<file path="config.mk">
export PLATFORM = sky130hd
export DESIGN_NAME = ebpm_pin_mux
export DESIGN_NICKNAME = d
export VERILOG_FILES = /design/src/rtl/ebpm_pkg.sv /design/src/rtl/ebpm_sync.sv /design/src/rtl/ebpm_pad_stage.sv /design/src/rtl/ebpm_pin_mux.sv
export SDC_FILE = /design/constraint.sdc
export NUM_CORES = 1
export LEC_CHECK = 0
export BUFFER_PORTS_ARGS = -buffer_cell sky130_fd_sc_hd__buf_2
export CAP_MARGIN = 20
export CORE_AREA = 2 2 112 114
export CTS_CLUSTER_DIAMETER = 150
export DETAILED_ROUTE_END_ITERATION = 10
export DIE_AREA = 0 0 114 116
export GPL_TIMING_DRIVEN = 0
export MAX_ROUTING_LAYER = met4
export PLACE_DENSITY = 0.68
export SYNTH_ARGS = -nofsm -noshare
export SYNTH_HDL_FRONTEND = slang
export SYNTH_SLANG_ARGS = --single-unit
</file>
<file path="constraint.sdc">
create_clock -name clk -period 1.9 [get_ports clk]
set_input_delay 0.095 -clock clk [delete_from_list [all_inputs] [get_ports clk]]
set_output_delay 0.095 -clock clk [all_outputs]
set_load 0.005 [all_outputs]
</file>
<file path="src/rtl/ebpm_pkg.sv">
// Purpose: constants and carriers for the shared-pin function mux
// Assumes: one clock, registers reached over a plain strobe port
// Notes: pin index 0..12 follows the order of the pin constants
// Function
// - software selects pull-up per general purpose pin
// - hold pins are port pins unless bus hold
// - hold request accepted only with bus hold
// - hold acknowledge driven only with bus hold
// - ready pin is port pin unless bus ready
// - ready input sampled only with bus ready
// - clock pin is port pin unless clock output
// - clock output driven only with bus clock
// - compare waveforms 4-7 share those four pins
// - address/data pins are port pins in single-chip
// - address/data pins are bus lines with bus
// - reload timer 1 output on address/data pin
// - serial 3 input and interrupt share pin
// - serial 3 output on address/data pin
// - serial 3 clock in or out on pin
// - capture 6, CAN receive, interrupt 9 share pin
// - sub-clock variants release two crystal pins
package ebpm_pkg;
    localparam int PIN_COUNT = 13;
    localparam int AD_COUNT = 6;
    localparam int CMP_COUNT = 4;
    localparam int ADDR_W = 4;
    // pin indices
    localparam int PIN_PORT3_BIT4 = 0;
    localparam int PIN_PORT3_BIT5 = 1;
    localparam int PIN_PORT3_BIT6 = 2;
    localparam int PIN_PORT3_BIT7 = 3;
    localparam int PIN_PORT4_BIT0 = 4;
    localparam int PIN_PORT4_BIT1 = 5;
    localparam int PIN_PORT4_BIT2 = 6;
    localparam int PIN_PORT1_BIT1 = 7;
    localparam int PIN_PORT1_BIT2 = 8;
    localparam int PIN_PORT1_BIT3 = 9;
    localparam int PIN_PORT1_BIT4 = 10;
    localparam int PIN_PORT1_BIT5 = 11;
    localparam int PIN_PORT1_BIT6 = 12;
    localparam int AD_BASE = PIN_PORT1_BIT1;
    // register offsets
    localparam logic [ADDR_W-1:0] REG_CTRL = 4'h0;
    localparam logic [ADDR_W-1:0] REG_DATA = 4'h1;
    localparam logic [ADDR_W-1:0] REG_DIR = 4'h2;
    localparam logic [ADDR_W-1:0] REG_PULL = 4'h3;
    localparam logic [ADDR_W-1:0] REG_PIN = 4'h4;
    localparam logic [ADDR_W-1:0] REG_STAT = 4'h5;
    // control fields
    localparam int CTRL_EXT_BUS = 0;
    localparam int CTRL_HOLD = 1;
    localparam int CTRL_READY = 2;
    localparam int CTRL_CLKOUT = 3;
    localparam int CTRL_CMP_LSB = 4;
    localparam int CTRL_TIMER1 = 8;
    localparam int CTRL_SEROUT = 9;
    localparam int CTRL_SERCLK = 10;
    localparam int CTRL_BITS = 11;
    localparam logic [CTRL_BITS-1:0] CTRL_RESET = 11'h000;
    localparam logic [PIN_COUNT-1:0] PORT_RESET = 13'h0000;
    // status fields
    localparam int STAT_HOLD_REQ = 0;
    localparam int STAT_READY = 1;
    localparam int STAT_EXT_BUS = 2;
    localparam int STAT_HOLD_ON = 3;
    localparam int STAT_READY_ON = 4;
    localparam int STAT_CLKOUT_ON = 5;
    localparam int STAT_BITS = 6;

    typedef enum logic [3:0] {
        ROLE_GPIO = 4'h1,
        ROLE_BUS = 4'h2,
        ROLE_ALT = 4'h4,
        ROLE_OFF = 4'h8
    } ebpm_role_e;

    typedef struct packed {
        logic [AD_COUNT-1:0] adOut;
        logic [AD_COUNT-1:0] adOe;
        logic holdAck;
        logic busClk;
    } ebpm_bus_s;

    typedef struct packed {
        logic [CMP_COUNT-1:0] cmpWave;
        logic timer1Out;
        logic serialOut;
        logic serialClkOut;
    } ebpm_periph_s;

    typedef struct packed {
        logic holdReq;
        logic ready;
        logic [AD_COUNT-1:0] adIn;
        logic serialIn;
        logic serialClkIn;
        logic irqLine9;
        logic irqLine11;
        logic capture6;
        logic canRx;
    } ebpm_core_in_s;
endpackage

</file>
<file path="src/rtl/ebpm_sync.sv">
// Purpose: two-stage synchroniser for pin inputs
// Assumes: inputs asynchronous to clk
// Notes: first stage feeds only the second
`timescale 1ns/100ps
`default_nettype none
module ebpm_sync #(
    parameter int W = 13
) (
    // clock and reset
    input wire logic clk,
    input wire logic rst_n,
    // data
    input wire logic [W-1:0] d,
    output logic [W-1:0] q
);
    logic [W-1:0] stage1;

    always_ff @(posedge clk or negedge rst_n) begin
        if (!rst_n) begin
            stage1 <= '0;
            q <= '0;
        end else begin
            stage1 <= d;
            q <= stage1;
        end
    end
endmodule
`default_nettype wire

</file>
<file path="src/rtl/ebpm_pad_stage.sv">
// Purpose: registers pad drive, enable and pull-up
// Assumes: next values computed by the mux
// Notes: pads released during reset
`timescale 1ns/100ps
`default_nettype none
module ebpm_pad_stage #(
    parameter int W = 13
) (
    // clock and reset
    input wire logic clk,
    input wire logic rst_n,
    // next values
    input wire logic [W-1:0] next_out,
    input wire logic [W-1:0] next_oe,
    input wire logic [W-1:0] next_pull,
    // pads
    output logic [W-1:0] padOut,
    output logic [W-1:0] padOe,
    output logic [W-1:0] padPull
);
    always_ff @(posedge clk or negedge rst_n) begin
        if (!rst_n) begin
            padOut <= '0;
            padOe <= '0;
            padPull <= '0;
        end else begin
            padOut <= next_out;
            padOe <= next_oe;
            padPull <= next_pull;
        end
    end
endmodule
`default_nettype wire

</file>
<file path="src/rtl/ebpm_pin_mux.sv">
// Purpose: selects port, bus or peripheral role of shared pins
// Assumes: core side on clk, pins asynchronous
// Notes: all pin and core outputs are registered
`timescale 1ns/100ps
`default_nettype none
module ebpm_pin_mux
    import ebpm_pkg::*;
#(
    parameter int DATA_W = 16,
    parameter bit HAS_SUBCLOCK = 1'b0
) (
    // clock and reset
    input wire logic clk,
    input wire logic rst_n,
    // register port
    input wire logic [ADDR_W-1:0] regAddr,
    input wire logic [DATA_W-1:0] regWdata,
    input wire logic regWrite,
    input wire logic regRead,
    output logic [DATA_W-1:0] regRdata,
    // core side
    input wire ebpm_bus_s busOut,
    input wire ebpm_periph_s periphOut,
    output ebpm_core_in_s coreIn,
    // pins
    input wire logic [PIN_COUNT-1:0] pinIn,
    output logic [PIN_COUNT-1:0] pinOut,
    output logic [PIN_COUNT-1:0] pinOe,
    output logic [PIN_COUNT-1:0] pinPull
);
    generate
        if (DATA_W < PIN_COUNT || DATA_W < CTRL_BITS) begin : g_width_check
            $error("data width too narrow for pin registers");
        end
    endgenerate

    logic [CTRL_BITS-1:0] ctrl, next_ctrl;
    logic [PIN_COUNT-1:0] portData, next_portData;
    logic [PIN_COUNT-1:0] portDir, next_portDir;
    logic [PIN_COUNT-1:0] portPull, next_portPull;
    logic [DATA_W-1:0] next_regRdata;
    ebpm_core_in_s next_coreIn;
    logic [PIN_COUNT-1:0] pinSync;
    logic [PIN_COUNT-1:0] busDrive, busEnable, altDrive;
    logic [PIN_COUNT-1:0] next_out, next_oe, next_pull;
    logic [PIN_COUNT-1:0] pinLevel;
    logic [STAT_BITS-1:0] status;
    logic extBus, holdOn, readyOn, clkOn;

    function automatic ebpm_role_e pinRole(input int idx, input logic [CTRL_BITS-1:0] c);
        logic ext;
        ebpm_role_e role;
        ext = c[CTRL_EXT_BUS];
        role = ROLE_GPIO;
        if (HAS_SUBCLOCK && (idx == PIN_PORT4_BIT0 || idx == PIN_PORT4_BIT1)) begin
            role = ROLE_OFF;
        end else if (idx == PIN_PORT3_BIT4 || idx == PIN_PORT3_BIT5) begin
            if (ext && c[CTRL_HOLD]) begin
                role = ROLE_BUS;
            end else if (c[CTRL_CMP_LSB + idx]) begin
                role = ROLE_ALT;
            end
        end else if (idx == PIN_PORT3_BIT6) begin
            if (ext && c[CTRL_READY]) begin
                role = ROLE_BUS;
            end else if (c[CTRL_CMP_LSB + idx]) begin
                role = ROLE_ALT;
            end
        end else if (idx == PIN_PORT3_BIT7) begin
            if (ext && c[CTRL_CLKOUT]) begin
                role = ROLE_BUS;
            end else if (c[CTRL_CMP_LSB + idx]) begin
                role = ROLE_ALT;
            end
        end else if (idx >= AD_BASE) begin
            if (ext) begin
                role = ROLE_BUS;
            end else if ((idx == PIN_PORT1_BIT1 && c[CTRL_TIMER1]) ||
                         (idx == PIN_PORT1_BIT3 && c[CTRL_SEROUT]) ||
                         (idx == PIN_PORT1_BIT4 && c[CTRL_SERCLK])) begin
                role = ROLE_ALT;
            end
        end
        return role;
    endfunction

    ebpm_sync #(
        .W(PIN_COUNT)
    ) u_sync (
        .clk(clk),
        .rst_n(rst_n),
        .d(pinIn),
        .q(pinSync)
    );

    ebpm_pad_stage #(
        .W(PIN_COUNT)
    ) u_pads (
        .clk(clk),
        .rst_n(rst_n),
        .next_out(next_out),
        .next_oe(next_oe),
        .next_pull(next_pull),
        .padOut(pinOut),
        .padOe(pinOe),
        .padPull(pinPull)
    );

    // mode decode
    always_comb begin
        extBus = ctrl[CTRL_EXT_BUS];
        holdOn = extBus && ctrl[CTRL_HOLD];
        readyOn = extBus && ctrl[CTRL_READY];
        clkOn = extBus && ctrl[CTRL_CLKOUT];
    end

    // bus and peripheral sources per pin
    always_comb begin
        busDrive = '0;
        busEnable = '0;
        altDrive = '0;
        busDrive[PIN_PORT3_BIT5] = busOut.holdAck;
        busEnable[PIN_PORT3_BIT5] = 1'b1;
        busDrive[PIN_PORT3_BIT7] = busOut.busClk;
        busEnable[PIN_PORT3_BIT7] = 1'b1;
        busDrive[AD_BASE +: AD_COUNT] = busOut.adOut;
        busEnable[AD_BASE +: AD_COUNT] = busOut.adOe;
        altDrive[PIN_PORT3_BIT4 +: CMP_COUNT] = periphOut.cmpWave;
        altDrive[PIN_PORT1_BIT1] = periphOut.timer1Out;
        altDrive[PIN_PORT1_BIT3] = periphOut.serialOut;
        altDrive[PIN_PORT1_BIT4] = periphOut.serialClkOut;
    end

    // pad next values
    always_comb begin
        next_out = '0;
        next_oe = '0;
        next_pull = '0;
        for (int i = 0; i < PIN_COUNT; i++) begin
            case (pinRole(i, ctrl))
                ROLE_BUS: begin
                    next_out[i] = busDrive[i];
                    next_oe[i] = busEnable[i];
                end
                ROLE_ALT: begin
                    next_out[i] = altDrive[i];
                    next_oe[i] = 1'b1;
                end
                ROLE_GPIO: begin
                    next_out[i] = portData[i];
                    next_oe[i] = portDir[i];
                    next_pull[i] = portPull[i] && !portDir[i];
                end
                default: begin
                    next_out[i] = 1'b0;
                end
            endcase
        end
    end

    // pin levels seen by the core
    always_comb begin
        next_coreIn = '0;
        next_coreIn.holdReq = holdOn && pinSync[PIN_PORT3_BIT4];
        next_coreIn.ready = readyOn ? pinSync[PIN_PORT3_BIT6] : 1'b1;
        next_coreIn.adIn = pinSync[AD_BASE +: AD_COUNT];
        next_coreIn.serialIn = pinSync[PIN_PORT1_BIT2];
        next_coreIn.irqLine11 = pinSync[PIN_PORT1_BIT2];
        next_coreIn.serialClkIn = pinSync[PIN_PORT1_BIT4];
        next_coreIn.capture6 = pinSync[PIN_PORT4_BIT2];
        next_coreIn.canRx = pinSync[PIN_PORT4_BIT2];
        next_coreIn.irqLine9 = pinSync[PIN_PORT4_BIT2];
    end

    // register writes and reads
    always_comb begin
        next_ctrl = ctrl;
        next_portData = portData;
        next_portDir = portDir;
        next_portPull = portPull;
        next_regRdata = '0;
        pinLevel = pinSync;
        if (HAS_SUBCLOCK) begin
            pinLevel[PIN_PORT4_BIT0] = 1'b0;
            pinLevel[PIN_PORT4_BIT1] = 1'b0;
        end
        status = '0;
        status[STAT_HOLD_REQ] = coreIn.holdReq;
        status[STAT_READY] = coreIn.ready;
        status[STAT_EXT_BUS] = extBus;
        status[STAT_HOLD_ON] = holdOn;
        status[STAT_READY_ON] = readyOn;
        status[STAT_CLKOUT_ON] = clkOn;
        if (regWrite) begin
            if (regAddr == REG_CTRL) begin
                next_ctrl = regWdata[CTRL_BITS-1:0];
            end else if (regAddr == REG_DATA) begin
                next_portData = regWdata[PIN_COUNT-1:0];
            end else if (regAddr == REG_DIR) begin
                next_portDir = regWdata[PIN_COUNT-1:0];
            end else if (regAddr == REG_PULL) begin
                next_portPull = regWdata[PIN_COUNT-1:0];
            end
        end
        if (regRead) begin
            if (regAddr == REG_CTRL) begin
                next_regRdata = DATA_W'(ctrl);
            end else if (regAddr == REG_DATA) begin
                next_regRdata = DATA_W'(portData);
            end else if (regAddr == REG_DIR) begin
                next_regRdata = DATA_W'(portDir);
            end else if (regAddr == REG_PULL) begin
                next_regRdata = DATA_W'(portPull);
            end else if (regAddr == REG_PIN) begin
                next_regRdata = DATA_W'(pinLevel);
            end else if (regAddr == REG_STAT) begin
                next_regRdata = DATA_W'(status);
            end
        end
    end

    always_ff @(posedge clk or negedge rst_n) begin
        if (!rst_n) begin
            ctrl <= CTRL_RESET;
            portData <= PORT_RESET;
            portDir <= PORT_RESET;
            portPull <= PORT_RESET;
            regRdata <= '0;
            coreIn <= '0;
        end else begin
            ctrl <= next_ctrl;
            portData <= next_portData;
            portDir <= next_portDir;
            portPull <= next_portPull;
            regRdata <= next_regRdata;
            coreIn <= next_coreIn;
        end
    end
endmodule
`default_nettype wire

</file>
==> metrics <==
critical path class=input port to flop; Critical Path Stages=7; first-pass GRT wire length=20.30 mm; Via density=5.175; Post-Synth Adder-Cell Area=0%; die width=114 µm; htree depth=4; crit start category=input port; TritonCTS clock tree=done; PD cells=1132 nW/µm²; share of cells above drive strength 1=39.21%; largest family of logic cells by synthesized area=multiplexers; slew margin rel.=53.34%; HP Class=input port to flop; worst hold stages=3; count of cell types in the netlist=40; asr flop ratio synth=100.0%; most frequent cell after synthesis=dfrtp_1; slew of the pin with the lowest slew margin=0.6945 ns; Cells after Synth=387; Clock Skews=0.01170 ns; simple-gate portion of the synthesized area=7.672%; Peak VDD IR=599.0 µV; CP arrival=1.98 ns; PortBufs=119; Pre-antenna DRT Iters=4; total wire length=13.14 mm; worst endpoint required time=2.20 ns; top cell type's share of synthesized area=64.68%; Critical path buffers and inverters=3; worst-path cell chain=dlygate4sd3_1 > buf_6 > nor2_2 > and2_4 > nand2_1 > buf_2 > mux2_2; root buf cell=clkbuf_16; vias in the first global route=3,945; First DRT Iteration DRCs=226; dpl cell area=6121 µm²; DRC viols=0; YS warnings=0; synthesized area=5300 µm²; Die Ht=116 µm; min cycle time layout=1.678 ns; CTS Sinks=137; detailed-placement wirelength estimate=8.744 mm; leading area contributor after synthesis=dfrtp_1; Post-CTS Setup Bufs=0; R2R depth=2; Finished Cell Area=7146 µm²; Synth Flop Type=dfrtp_1; Peak Freq=595.8 MHz; Slowest cell on crit path=dlygate4sd3_1; GRT Residual Overflow=0; Critical Path Sink Type=flop; Nets=633; crit-path max FO=10; die area=13,220 µm²; row cnt=40; Compound-Gate Fraction of Synth Area=7.295%; sequential area share after synthesis=64.68%; max_cap viols=0; Antenna diodes=0; gr usage total=21.56%; post-layout util=59.99%; status=completed; Synth top cells by count=dfrtp_1 (137), mux2_2 (46), o21ai_0 (24); top cells by area, synth=dfrtp_1 (65%), mux2_2 (9.8%), mux2i_1 (3.6%), mux2_4 (2.8%), o21ai_0 (2.3%); Max Slew Vio Count=0; Clock Tree Buf Depth=2; Yosys reg bits=137; initial core utilization=44.50%; max incr delay on CP=0.57 ns; Leak=3.426 nW; Core ar.=11,910 µm²; multiplexer share of the synthesized area=16.19%; P&R area growth vs syn=34.82%; Fin. Hold Viols=0; fin crit share=88.34%; DR vias=3,783; average cell area after synthesis=13.70 µm²; final setup violation count=0; Routed Antenna Nets=0; delay-heaviest family, CP=buffers and inverters; number of synthesized flops with an enable pin=0; initial antenna violation count=0; pin count of the biggest net entering global routing=77; XOR/XNOR share of the synthesized area=0%; RSZ-0062 raised after global routing=no; I/O Pins=127; Avg WL per Cell=17.97 µm; Clock Pin Slew Worst Setup and Hold Paths=0.05 ns; Num CTS Buffers=17; GP Congestion=0.8530; Clk Latency, worst-skew pair=0.42 ns
-- cell families after synthesis --
family,count (synthesis)
AO/OA/AOI/OAI,65
buffers and inverters,36
flip-flops,137
multiplexers,75
other,1
AND/OR/NAND/NOR,73
-- cell usage in the layout (no fill, tap or decap), drive strengths merged, types with 18 or more instances in the layout --
master       synthesis  routed
buf                 21     141
dfrtp              137     137
a21oi               21      21
mux2i               19      19
clkbuf               7      32
mux2                56      56
nor2                18      18
dlygate4sd3          0      48
o21ai               24      24
-- tightest hold or removal path, cell delays in order --
cell and delay (ns):
buf_2 0.08, mux2i_1 0.06, o21ai_0 0.16
-- power by group --
group          switching (mW)  total [mW]  internal, mW
clock network            1.11        3.05          1.94
registers               0.340        3.77          3.43
logic                   0.561        1.27         0.710
-- final cells by class --
type | count | area [µm²]
Fill cell | 969 | 4766
Multi-Input combinational cell | 216 | 1663
Inverter | 8 | 30.03
Clock inverter | 2 | 37.54
Sequential cell | 137 | 3428
Buffer | 27 | 183.9
Clock buffer | 26 | 509.2
Tap cell | 147 | 183.9
Timing Repair Buffer | 168 | 1110
-- path summary, 6_finish.rpt --
check                               endpoint              from  slack (ns)
max in group asynchronous        portPull[1]             rst_n        0.93
setup reg to reg            u_pads.padOut[9]           ctrl[0]        0.34
min in group asynchronous  u_sync.stage1[10]             rst_n        0.21
setup / recovery                 portDir[10]        regAddr[3]        0.22
hold / removal              u_pads.padOut[3]      periphOut[6]        0.03
hold reg to reg                  u_sync.q[0]  u_sync.stage1[0]        0.35
-- through the flow --
stage               hold WS, ns  setup slack, ns  total power [mW]  setup TNS [ns]  instances
floorplan               -0.2006           0.5750             4.383               0        389
global placement         0.2044          -0.9700             4.945         -131.80        655
detailed placement       0.1002          0.03057             5.003               0        656
CTS                    0.001049          0.01272             8.164               0        732
global route            0.04782           0.1799             8.461               0        731
finish                  0.02891           0.2216             8.092               0        731
-- routing by layer --
layer	GRT usage (%)	share of wire [%]	up-vias
met5	-	0	-
met4	9.024	2.8	0
met3	5.335	5.5	33
met2	34.13	48	136
met1	26.66	44	1898
li1	-	-	1716
-- sequential cells by signal (all words and copies together), names as in the netlist --
signal / flops
coreIn: 9
ctrl: 11
portData: 13
portDir: 13
portPull: 13
regRdata: 13
u_pads.padOe: 13
u_pads.padOut: 13
u_pads.padPull: 13
u_sync.q: 13
u_sync.stage1: 13
-- what timing repair did --
item                       in CTS  in global routing
gates resized for setup         0                  2
setup endpoints to repair       0                  9
hold endpoints to repair      144                  0
hold buffers                   48                  0
(Power assumes the default switching activity.)
